===== config.mk =====
export PLATFORM = sky130hd
export DESIGN_NAME = shared_serial_uart
export DESIGN_NICKNAME = d
export VERILOG_FILES = /design/src/rtl/uart_pkg.sv /design/src/rtl/shared_serial_uart.sv
export SDC_FILE = /design/constraint.sdc
export NUM_CORES = 1
export LEC_CHECK = 0
export BUFFER_PORTS_ARGS = -buffer_cell sky130_fd_sc_hd__buf_2
export CAP_MARGIN = 0
export CORE_MARGIN = 3
export CORE_UTILIZATION = 45
export CTS_CLUSTER_DIAMETER = 30
export DETAILED_ROUTE_END_ITERATION = 8
export SYNTH_ARGS = -nofsm -noshare
export SYNTH_HDL_FRONTEND = slang
export SYNTH_SLANG_ARGS = --single-unit

===== constraint.sdc =====
create_clock -name i_clk -period 2.6 [get_ports i_clk]
set_input_delay 0.52 -clock i_clk [delete_from_list [all_inputs] [get_ports i_clk]]
set_output_delay 0.52 -clock i_clk [all_outputs]
set_load 0.1 [all_outputs]

===== src/rtl/uart_pkg.sv =====
// Shared constants for the shared-serial UART datapath.
// Assumes 8-bit registers placed one per aligned 32-bit Wishbone word.
package uart_pkg;
    // Register byte addresses
    localparam logic [4:0] ADR_MODE  = 5'h00;
    localparam logic [4:0] ADR_STAT  = 5'h04;
    localparam logic [4:0] ADR_FRAME = 5'h08;
    localparam logic [4:0] ADR_CTRL  = 5'h0c;
    localparam logic [4:0] ADR_DATA  = 5'h10;
    localparam logic [4:0] ADR_BAUD  = 5'h14;
    // Reset values
    localparam logic [7:0] MODE_RST  = 8'he0;
    localparam logic [7:0] ZERO8     = 8'h00;
    // serial_module_mode_control fields
    localparam int MD_UART  = 4;
    // uart_frame_control fields
    localparam int FR_EN    = 7;
    localparam int FR_BNO   = 6;
    localparam int FR_PREN  = 5;
    localparam int FR_PRT   = 4;
    localparam int FR_STOPS = 3;
    localparam int FR_BRK   = 2;
    localparam int FR_RX8   = 1;
    localparam int FR_TX8   = 0;
    // uart_enable_interrupt_control fields
    localparam int CT_TXEN  = 7;
    localparam int CT_RXEN  = 6;
    localparam int CT_BRGH  = 5;
    localparam int CT_ADDEN = 4;
    localparam int CT_WAKE  = 3;
    localparam int CT_RIE   = 2;
    localparam int CT_TIIE  = 1;
    localparam int CT_TEIE  = 0;
    // Oversampling: ticks per bit, sample points, slow-rate prescale
    localparam logic [3:0] TICK_LAST = 4'hf;
    localparam logic [3:0] SMP_A     = 4'h7;
    localparam logic [3:0] SMP_C     = 4'h9;
    localparam logic [1:0] SLOW_LAST = 2'h3;
    localparam logic [3:0] BITS8     = 4'h8;
    localparam logic [3:0] BITS9     = 4'h9;

    typedef enum logic [2:0] {
        S_IDLE  = 3'b000,
        S_START = 3'b001,
        S_DATA  = 3'b010,
        S_PAR   = 3'b011,
        S_STOP  = 3'b100
    } line_state_t;
endpackage


===== src/rtl/shared_serial_uart.sv =====
// Shared serial module, UART datapath: Wishbone registers, baud generator,
// transmitter, receiver with a two-character receive store.
// Assumes i_rx and the bus are synchronous to i_clk; the pad logic combines
// o_tx / o_tx_oe_n and the pull-up overrides with the port pull-up control.
`timescale 1ns/1ps
`default_nettype none

module shared_serial_uart #(
    parameter int ADR_W = 5
) (
    input  wire logic              i_clk,
    input  wire logic              i_rstn,
    input  wire logic              i_wb_cyc,
    input  wire logic              i_wb_stb,
    input  wire logic              i_wb_we,
    input  wire logic [ADR_W-1:0]  i_wb_adr,
    input  wire logic [31:0]       i_wb_dat,
    input  wire logic [3:0]        i_wb_sel,
    output logic      [31:0]       o_wb_dat,
    output logic                   o_wb_ack,
    input  wire logic              i_rx,
    output logic                   o_tx,
    output logic                   o_tx_oe_n,
    output logic                   o_tx_pu_off,
    output logic                   o_rx_pu_off,
    output logic                   o_irq,
    output logic                   o_wake
);
    initial
    begin
        if (ADR_W < 5)
            $error("ADR_W must be at least 5");
    end

    logic [7:0]  mode_q;
    logic [7:0]  frame_q;
    logic [7:0]  ctrl_q;
    logic [7:0]  baud_q;
    logic        ack_q;
    logic [31:0] rdat_q;
    logic        stat_rd_q;
    logic        uart_mode;
    logic        uart_on;
    logic        req;
    logic        wr;
    logic        rd;
    logic [4:0]  adr;
    logic [7:0]  wdat;
    logic        data_acc;
    logic        clr_err;
    // Baud generator
    logic [7:0]  bcnt_q;
    logic [1:0]  pre_q;
    logic        tick_q;
    // Transmitter
    uart_pkg::line_state_t tx_st_q;
    logic [8:0]  txd_q;
    logic        txif_q;
    logic [8:0]  tsr_q;
    logic [3:0]  ttk_q;
    logic [3:0]  tbit_q;
    logic        tline_q;
    logic        tpar_q;
    logic        tidle;
    logic [3:0]  nbits;
    // Receiver
    uart_pkg::line_state_t rx_st_q;
    logic [3:0]  rtk_q;
    logic [3:0]  rbit_q;
    logic [2:0]  smp_q;
    logic [8:0]  rsr_q;
    logic        rpar_q;
    logic        rnoise_q;
    logic        rmaj;
    logic        rdone;
    logic        rbad_stop;
    logic        rpar_bad;
    logic        rlast;
    logic        rx_prev_q;
    // Receive store
    logic [8:0]  fifo_q [0:1];
    logic        wp_q;
    logic        rp_q;
    logic [1:0]  cnt_q;
    logic        push;
    logic        pop;
    logic        perr_q;
    logic        nf_q;
    logic        ferr_q;
    logic        oerr_q;
    logic        rxif;
    logic [7:0]  stat;

    // Bus decode; one access per request, ack one cycle after the strobe
    assign req       = i_wb_cyc & i_wb_stb & ~ack_q;
    assign wr        = req & i_wb_we & i_wb_sel[0];
    assign rd        = req & ~i_wb_we;
    assign adr       = i_wb_adr[4:0];
    assign wdat      = i_wb_dat[7:0];
    assign uart_mode = mode_q[uart_pkg::MD_UART];
    assign uart_on   = uart_mode & frame_q[uart_pkg::FR_EN];
    assign data_acc  = req & uart_mode & (adr == uart_pkg::ADR_DATA);
    assign clr_err   = data_acc & stat_rd_q;
    assign nbits     = frame_q[uart_pkg::FR_BNO] ? uart_pkg::BITS9 : uart_pkg::BITS8;
    assign tidle     = (tx_st_q == uart_pkg::S_IDLE) & txif_q;
    assign rxif      = (cnt_q != 2'd0);
    assign stat      = {perr_q, nf_q, ferr_q, oerr_q,
                        (rx_st_q == uart_pkg::S_IDLE), rxif, tidle, txif_q};

    // Acknowledge and registered read data
    always_ff @(posedge i_clk or negedge i_rstn)
    begin
        if (!i_rstn)
        begin
            ack_q  <= 1'b0;
            rdat_q <= 32'h0000_0000;
        end
        else
        begin
            ack_q  <= req;
            rdat_q <= 32'h0000_0000;
            if (rd)
            begin
                if (adr == uart_pkg::ADR_MODE)
                    rdat_q[7:0] <= mode_q;
                else if (uart_mode)
                begin
                    unique case (adr)
                        uart_pkg::ADR_STAT:  rdat_q[7:0] <= stat;
                        uart_pkg::ADR_FRAME: rdat_q[7:0] <= {frame_q[7:2],
                                                             fifo_q[rp_q][8],
                                                             frame_q[0]};
                        uart_pkg::ADR_CTRL:  rdat_q[7:0] <= ctrl_q;
                        uart_pkg::ADR_DATA:  rdat_q[7:0] <= fifo_q[rp_q][7:0];
                        uart_pkg::ADR_BAUD:  rdat_q[7:0] <= baud_q;
                        default:             rdat_q[7:0] <= uart_pkg::ZERO8;
                    endcase
                end
            end
        end
    end

    assign o_wb_ack = ack_q;
    assign o_wb_dat = rdat_q;

    // Mode register; sub-mode bits are stored but steer nothing here
    always_ff @(posedge i_clk or negedge i_rstn)
    begin
        if (!i_rstn)
            mode_q <= uart_pkg::MODE_RST;
        else if (wr && adr == uart_pkg::ADR_MODE)
            mode_q <= wdat;
    end

    // Configuration registers, writable only in UART mode
    // disable clears direction enables and break, keeps the rest
    always_ff @(posedge i_clk or negedge i_rstn)
    begin
        if (!i_rstn)
        begin
            frame_q <= uart_pkg::ZERO8;
            ctrl_q  <= uart_pkg::ZERO8;
            baud_q  <= uart_pkg::ZERO8;
        end
        else
        begin
            if (wr && uart_mode)
            begin
                if (adr == uart_pkg::ADR_FRAME)
                    frame_q <= {wdat[7:2], 1'b0, wdat[0]};
                if (adr == uart_pkg::ADR_CTRL)
                    ctrl_q <= wdat;
                if (adr == uart_pkg::ADR_BAUD)
                    baud_q <= wdat;
            end
            if (!frame_q[uart_pkg::FR_EN])
            begin
                ctrl_q[uart_pkg::CT_TXEN] <= 1'b0;
                ctrl_q[uart_pkg::CT_RXEN] <= 1'b0;
                frame_q[uart_pkg::FR_BRK] <= 1'b0;
            end
        end
    end

    // Status-read latch arms the error-clear sequence
    always_ff @(posedge i_clk or negedge i_rstn)
    begin
        if (!i_rstn)
            stat_rd_q <= 1'b0;
        else if (rd && uart_mode && adr == uart_pkg::ADR_STAT)
            stat_rd_q <= 1'b1;
        else if (data_acc)
            stat_rd_q <= 1'b0;
    end

    // Oversample tick: divisor+1 clocks, times four more in slow mode
    always_ff @(posedge i_clk or negedge i_rstn)
    begin
        if (!i_rstn)
        begin
            bcnt_q <= uart_pkg::ZERO8;
            pre_q  <= 2'd0;
            tick_q <= 1'b0;
        end
        else if (!uart_on)
        begin
            bcnt_q <= uart_pkg::ZERO8;
            pre_q  <= 2'd0;
            tick_q <= 1'b0;
        end
        else
        begin
            tick_q <= 1'b0;
            if (bcnt_q == baud_q)
            begin
                bcnt_q <= uart_pkg::ZERO8;
                pre_q  <= pre_q + 2'd1;
                tick_q <= ctrl_q[uart_pkg::CT_BRGH] | (pre_q == uart_pkg::SLOW_LAST);
            end
            else
                bcnt_q <= bcnt_q + 8'd1;
        end
    end

    // Transmit holding register and empty flag; a load and a new write
    // in one cycle keep the new byte pending
    always_ff @(posedge i_clk or negedge i_rstn)
    begin
        if (!i_rstn)
        begin
            txd_q  <= 9'h000;
            txif_q <= 1'b1;
        end
        else if (!uart_on)
            txif_q <= 1'b1;
        else
        begin
            if (!txif_q && tx_st_q == uart_pkg::S_IDLE && ctrl_q[uart_pkg::CT_TXEN])
                txif_q <= 1'b1;
            if (wr && data_acc)
            begin
                txd_q  <= {frame_q[uart_pkg::FR_TX8], wdat};
                txif_q <= 1'b0;
            end
        end
    end

    // Transmit shifter: start, data LSB first, optional parity, stops
    always_ff @(posedge i_clk or negedge i_rstn)
    begin
        if (!i_rstn)
        begin
            tx_st_q <= uart_pkg::S_IDLE;
            tsr_q   <= 9'h000;
            ttk_q   <= 4'd0;
            tbit_q  <= 4'd0;
            tline_q <= 1'b1;
            tpar_q  <= 1'b0;
        end
        else if (!uart_on)
        begin
            tx_st_q <= uart_pkg::S_IDLE;
            tline_q <= 1'b1;
        end
        else
        begin
            unique case (tx_st_q)
                uart_pkg::S_IDLE:
                begin
                    tline_q <= 1'b1;
                    if (!txif_q && ctrl_q[uart_pkg::CT_TXEN])
                    begin
                        tsr_q   <= txd_q;
                        ttk_q   <= 4'd0;
                        tbit_q  <= 4'd0;
                        tpar_q  <= frame_q[uart_pkg::FR_PRT];
                        tline_q <= 1'b0;
                        tx_st_q <= uart_pkg::S_START;
                    end
                end
                uart_pkg::S_START, uart_pkg::S_DATA, uart_pkg::S_PAR, uart_pkg::S_STOP:
                begin
                    if (tick_q)
                    begin
                        ttk_q <= ttk_q + 4'd1;
                        if (ttk_q == uart_pkg::TICK_LAST)
                        begin
                            tbit_q <= tbit_q + 4'd1;
                            unique case (tx_st_q)
                                uart_pkg::S_START:
                                begin
                                    tbit_q  <= 4'd0;
                                    tline_q <= tsr_q[0];
                                    tx_st_q <= uart_pkg::S_DATA;
                                end
                                uart_pkg::S_DATA:
                                begin
                                    tpar_q <= tpar_q ^ tsr_q[tbit_q];
                                    if (tbit_q == nbits - 4'd1)
                                    begin
                                        tbit_q <= 4'd0;
                                        if (frame_q[uart_pkg::FR_PREN])
                                        begin
                                            tline_q <= tpar_q ^ tsr_q[tbit_q];
                                            tx_st_q <= uart_pkg::S_PAR;
                                        end
                                        else
                                        begin
                                            tline_q <= 1'b1;
                                            tx_st_q <= uart_pkg::S_STOP;
                                        end
                                    end
                                    else
                                        tline_q <= tsr_q[tbit_q + 4'd1];
                                end
                                uart_pkg::S_PAR:
                                begin
                                    tbit_q  <= 4'd0;
                                    tline_q <= 1'b1;
                                    tx_st_q <= uart_pkg::S_STOP;
                                end
                                default:
                                begin
                                    if (tbit_q != 4'd0 || !frame_q[uart_pkg::FR_STOPS])
                                        tx_st_q <= uart_pkg::S_IDLE;
                                end
                            endcase
                        end
                    end
                end
                default: tx_st_q <= uart_pkg::S_IDLE;
            endcase
        end
    end

    // Receive sampling: three centre samples, majority decides
    assign rmaj = (smp_q[0] & smp_q[1]) | (smp_q[1] & smp_q[2]) | (smp_q[0] & smp_q[2]);
    assign rdone = tick_q & (rtk_q == uart_pkg::TICK_LAST) & (rx_st_q == uart_pkg::S_STOP);
    assign rbad_stop = ~rmaj;
    assign rpar_bad = frame_q[uart_pkg::FR_PREN] & rpar_q;
    assign rlast = frame_q[uart_pkg::FR_BNO] ? rsr_q[8] : rsr_q[7];

    // Receiver state machine
    always_ff @(posedge i_clk or negedge i_rstn)
    begin
        if (!i_rstn)
        begin
            rx_st_q  <= uart_pkg::S_IDLE;
            rtk_q    <= 4'd0;
            rbit_q   <= 4'd0;
            smp_q    <= 3'b111;
            rsr_q    <= 9'h000;
            rpar_q   <= 1'b0;
            rnoise_q <= 1'b0;
        end
        else if (!uart_on || !ctrl_q[uart_pkg::CT_RXEN])
            rx_st_q <= uart_pkg::S_IDLE;
        else if (tick_q)
        begin
            rtk_q <= rtk_q + 4'd1;
            if (rtk_q >= uart_pkg::SMP_A && rtk_q <= uart_pkg::SMP_C)
                smp_q <= {smp_q[1:0], i_rx};
            unique case (rx_st_q)
                uart_pkg::S_IDLE:
                begin
                    // low line on a tick marks a start bit
                    rtk_q <= 4'd0;
                    if (!i_rx)
                    begin
                        rx_st_q  <= uart_pkg::S_START;
                        rbit_q   <= 4'd0;
                        rnoise_q <= 1'b0;
                        rpar_q   <= frame_q[uart_pkg::FR_PRT];
                        rtk_q    <= 4'd1;
                    end
                end
                default:
                begin
                    if (rtk_q == uart_pkg::TICK_LAST)
                    begin
                        if (smp_q != 3'b000 && smp_q != 3'b111)
                            rnoise_q <= 1'b1;
                        unique case (rx_st_q)
                            uart_pkg::S_START:
                                rx_st_q <= rmaj ? uart_pkg::S_IDLE : uart_pkg::S_DATA;
                            uart_pkg::S_DATA:
                            begin
                                rsr_q[rbit_q] <= rmaj;
                                rpar_q <= rpar_q ^ rmaj;
                                rbit_q <= rbit_q + 4'd1;
                                if (!frame_q[uart_pkg::FR_BNO])
                                    rsr_q[8] <= 1'b0;
                                if (rbit_q == nbits - 4'd1)
                                    rx_st_q <= frame_q[uart_pkg::FR_PREN] ?
                                               uart_pkg::S_PAR : uart_pkg::S_STOP;
                            end
                            uart_pkg::S_PAR:
                            begin
                                // odd count of ones with seed marks a mismatch
                                rpar_q  <= rpar_q ^ rmaj;
                                rx_st_q <= uart_pkg::S_STOP;
                            end
                            default: rx_st_q <= uart_pkg::S_IDLE;
                        endcase
                    end
                end
            endcase
        end
    end

    // Receive store: push completed characters, pop on data read
    assign push = rdone & ~oerr_q & (cnt_q != 2'd2)
                  & (~ctrl_q[uart_pkg::CT_ADDEN] | rlast);
    assign pop  = rd & data_acc & rxif;
    always_ff @(posedge i_clk or negedge i_rstn)
    begin
        if (!i_rstn)
        begin
            fifo_q[0] <= 9'h000;
            fifo_q[1] <= 9'h000;
            wp_q      <= 1'b0;
            rp_q      <= 1'b0;
            cnt_q     <= 2'd0;
        end
        else if (!uart_on)
        begin
            wp_q  <= 1'b0;
            rp_q  <= 1'b0;
            cnt_q <= 2'd0;
        end
        else
        begin
            if (push)
            begin
                fifo_q[wp_q] <= rsr_q;
                wp_q <= ~wp_q;
            end
            if (pop)
                rp_q <= ~rp_q;
            cnt_q <= cnt_q + {1'b0, push} - {1'b0, pop};
        end
    end

    // Error flags; a new error wins over the clear sequence
    always_ff @(posedge i_clk or negedge i_rstn)
    begin
        if (!i_rstn)
        begin
            perr_q <= 1'b0;
            nf_q   <= 1'b0;
            ferr_q <= 1'b0;
            oerr_q <= 1'b0;
        end
        else if (!uart_on)
        begin
            perr_q <= 1'b0;
            nf_q   <= 1'b0;
            ferr_q <= 1'b0;
            oerr_q <= 1'b0;
        end
        else
        begin
            if (clr_err)
            begin
                perr_q <= 1'b0;
                nf_q   <= 1'b0;
                ferr_q <= 1'b0;
                oerr_q <= 1'b0;
            end
            if (rdone && (cnt_q == 2'd2 || oerr_q))
                oerr_q <= 1'b1;
            if (push)
            begin
                perr_q <= perr_q | rpar_bad;
                nf_q   <= nf_q | rnoise_q;
                ferr_q <= ferr_q | rbad_stop;
            end
        end
    end

    // Pin control, interrupt and wake-up, all registered
    always_ff @(posedge i_clk or negedge i_rstn)
    begin
        if (!i_rstn)
        begin
            o_tx        <= 1'b1;
            o_tx_oe_n   <= 1'b1;
            o_tx_pu_off <= 1'b0;
            o_rx_pu_off <= 1'b0;
            o_irq       <= 1'b0;
            o_wake      <= 1'b0;
            rx_prev_q   <= 1'b1;
        end
        else
        begin
            o_tx_oe_n   <= ~(uart_on & ctrl_q[uart_pkg::CT_TXEN]);
            o_tx_pu_off <= uart_on & ctrl_q[uart_pkg::CT_TXEN];
            o_rx_pu_off <= uart_on & ctrl_q[uart_pkg::CT_RXEN];
            o_tx        <= tline_q & ~frame_q[uart_pkg::FR_BRK];
            o_irq       <= uart_on & ((ctrl_q[uart_pkg::CT_RIE] & (rxif | oerr_q))
                           | (ctrl_q[uart_pkg::CT_TIIE] & tidle)
                           | (ctrl_q[uart_pkg::CT_TEIE] & txif_q));
            rx_prev_q   <= i_rx;
            o_wake      <= uart_on & ctrl_q[uart_pkg::CT_WAKE] & rx_prev_q & ~i_rx
                           & (rx_st_q == uart_pkg::S_IDLE);
        end
    end

endmodule // shared_serial_uart

`default_nettype wire


==> impl_results.md <==
* Outcome: completed
* Die W at 133 µm
* Initial antenna violation count at 0
* Final Cycle Share at 91.9%
* Clock group share of total power at 51.4%
* Hold Crit Class: in2reg
* Max Clock Skew at 0.0131 ns
* Post-synth top area share at 45.5%
* Number of port buffers at 34
* Startpoint types: flip-flop
* Total GRT Usage at 19.8%
* Worst path top cell family by delay: adder cells
* Synthesis warning total at 0
* Critical path class: reg2reg
* 1st-iter DRT viols at 238
* Gp weighted congestion at 0.832
* Tmin final at 2.39 ns
* Total CTS buffers at 17
* Worst EP arrival at 2.70 ns
* CTS root buffer: clkbuf_16
* CTS tree: built
* Fmax at 418 MHz
* DR vias/cell at 5.49
* Setup tns final at 0 ns
* Worst EP required at 2.91 ns
* RSZ-0062 raised after global routing: no
* Vias in the first global route at 5094
* CP Cell Sequence: ha_1, nand3_1, nor4_4, and2_1, inv_1, ha_1, inv_1, ha_1, xor2_1, xnor2_1, nor2_1
* Area grow syn2layout at 15.6%
* Slowest CP cell: dfrtp_1
* Post-DRT Antenna Nets at 0
* Syn Inst Count at 665
* Largest net degree at the start of global routing at 70
* Pleak at 3.87 nW
* FF+latch count, synth at 142
* Drt first pass iters at 5
* VDD IR-drop max at 0.000481 V
* Drt total wl at 16800 µm
* Residual DRC at 0
* # nets final at 783
* GRT overflow at 0
* Clk_lat worst skew at 0.43 ns
* # diodes at 0
* Worst slew margin at 59.2%
* Part of the power in registers at 42.9%
* Post-synth ARST share at 100%
* Max incr delay on CP at 0.43 ns
* Worst Setup End Kind: flip-flop
* Setup ws final at 0.210 ns
* Top post-synthesis cells by count: dfrtp_1 (131), mux2_2 (80), nand2_1 (54), nor2_1 (51)
* Starting Density at 46.7%
* Post-synth EDFFs at 0
* WL/cell at 17.8 µm
* Cell count after placement at 913
* Post-Syn Area per Cell at 10.8 µm²
* Leading area contributor after synthesis: dfrtp_1
* Synth top area cells: dfrtp_1 (45%), mux2_2 (13%), dfstp_2 (4.0%)
* Most used cell, CP: ha_1
* Clk slew on worst S/H paths at 0.06 ns
* WP buf/inv at 2
* Htree depth at 4
* Post-synth cell types at 69
* First-pass GRT wire length at 27500 µm
* Prevailing post-synth register cell: dfrtp_1
* Die Height at 133 µm
* Max FO, Critical Path at 6
* Via count at 5197
* Share of cells above drive strength 1 at 26.9%
* Core area at 0.0154 mm²
* Die ar. at 0.0176 mm²
* Max Slew Vio Count at 0
* Post-detail-place hpwl at 12200 µm
* Synthesized cell area at 0.00721 mm²
* Most numerous cell in the Yosys netlist: dfrtp_1
* Final Hold Viols at 0
* Fin cells at 946
* Site row count at 45
* NetSw at 1.19 mW
* Switch share at 22.8%
* Power Density at 624 mW/mm²
* CTS Buffer Depth at 2
* Part of the Yosys area used for sequential elements at 49.5%
* Pre-CTS setup slack at 0.143 ns
* Max-cap check violation count at 0
* # IOs at 86
* Setup-failing EPs final at 0
* Gate power share at 5.7%
* Worst-Margin Slew at 0.597 ns
* Cell Int Power at 4.02 mW
* Clock Sinks at 142
## routing by layer
metal  GRT usage (%)  wire length (µm)  up-vias
met5               0                 0        -
met3            4.45               825       22
met1            27.1              7720     2605
met4            6.52               254        0
li1                -                 -     2433
met2            31.3              8000      137
## cells in the final DEF (no fill, tap or decap), types with 3 or more instances in the layout
| master | instances |
|---|---|
| xor2_1 | 16 |
| nor2b_1 | 10 |
| inv_1 | 20 |
| a31oi_1 | 3 |
| o22ai_1 | 6 |
| nor2_1 | 51 |
| mux2_2 | 80 |
| a21oi_1 | 30 |
| nand3_1 | 19 |
| nor2_2 | 3 |
| nor4_1 | 3 |
| bufinv_16 | 5 |
| buf_2 | 33 |
| clkbuf_16 | 17 |
| nor3_2 | 3 |
| mux2i_1 | 18 |
| a22oi_1 | 6 |
| dfrtp_1 | 131 |
| nor3_1 | 15 |
| nand4_1 | 8 |
| ha_1 | 14 |
| o21ai_0 | 30 |
| or4_1 | 3 |
| or3_1 | 6 |
| buf_4 | 26 |
| nand2_1 | 54 |
| clkbuf_1 | 3 |
| xnor2_1 | 7 |
| conb_1 | 24 |
| nand2b_1 | 10 |
| and3_1 | 7 |
| dfstp_2 | 11 |
| o221ai_1 | 5 |
## power groups by stage
stage | clock network [mW] | logic (mW) | registers [mW]
6_report | 2.67 | 0.297 | 2.23
5_1_grt | 2.82 | 0.314 | 2.23
3_5_place_dp | 0 | 0.297 | 2.27
2_1_floorplan | 0 | 0.217 | 2.27
4_1_cts | 2.73 | 0.299 | 2.23
3_3_place_gp | 0 | 0.294 | 2.27
## state kept, by name, summed over array words and instances (netlist names), 2 cells and up
register,cells
tx_st_q,3
ttk_q,4
tbit_q,4
ctrl_q,8
frame_q,7
rtk_q,4
cnt_q,2
rsr_q,9
fifo_q,18
txd_q,9
pre_q,2
tsr_q,9
smp_q,3
baud_q,8
mode_q,8
rbit_q,4
rx_st_q,3
bcnt_q,8
o_wb_dat,8
## layout make-up
| class | count | area [µm²] |
|---|---|---|
| fill | 1393 | 7100 |
| tap | 211 | 264 |
| inverter | 20 | 75.1 |
| sequential | 142 | 3570 |
| clock inverter | 10 | 184 |
| timing repair buffer | 62 | 402 |
| clock buffer | 22 | 464 |
| multi-input combinational | 479 | 3370 |
## path summary, 6_finish.rpt
check / start / to / slack [ns] / cells past startpoint
setup / recovery: rtk_q[0] / cnt_q[1] / 0.21 / 11
hold / removal: i_rx / rx_prev_q / 0.26 / 1
setup reg to reg: rtk_q[0] / cnt_q[1] / 0.21 / 11
hold reg to reg: frame_q[2] / o_tx / 0.48 / 1
max in group asynchronous: i_rstn / smp_q[0] / 1.28 / 3
min in group asynchronous: i_rstn / tsr_q[4] / 0.58 / 2
## logic make-up (layout without fill, tap and decap cells)
group                    count (synthesis)  after routing  share of synthesized area [%]
AND/OR/NAND/NOR                        208            208                           15.0
flip-flops                             142            142                           49.5
AO/OA/AOI/OAI                          109            109                           9.52
multiplexers                           100            100                           15.6
buffers and inverters                   67            114                           4.98
XOR/XNOR                                23             23                           2.80
adder cells (fa/ha/maj)                 15             15                           2.57
other                                    1             24                         0.0520
## metrics by stage
step	power, mW	hold slack (ns)	utilization (%)	instance area, µm²
finish	5.20	0.256	54.0	8330
global route	5.36	0.250	54.0	8330
CTS	5.26	0.235	53.9	8320
detailed placement	2.57	0.446	49.7	7660
global placement	2.56	0.439	49.7	7660
floorplan	2.49	0.224	-	7290
## worst reg2reg max path: cells and delay by family (launching register included)
kind,cells,cell delay (ns)
XOR/XNOR,2,0.29
AND/OR/NAND/NOR,4,0.71
adder cells (fa/ha/maj),3,0.73
buffers and inverters,2,0.12
flip-flops,1,0.43
## repair_timing
item,4_1_cts,5_1_grt
setup buffers,0,0
endpoints found under the hold margin,29,0
setup endpoints to repair,0,1
resized for setup,0,1
hold buffers,1,0
Note: power is estimated with default switching activity, not from simulation.
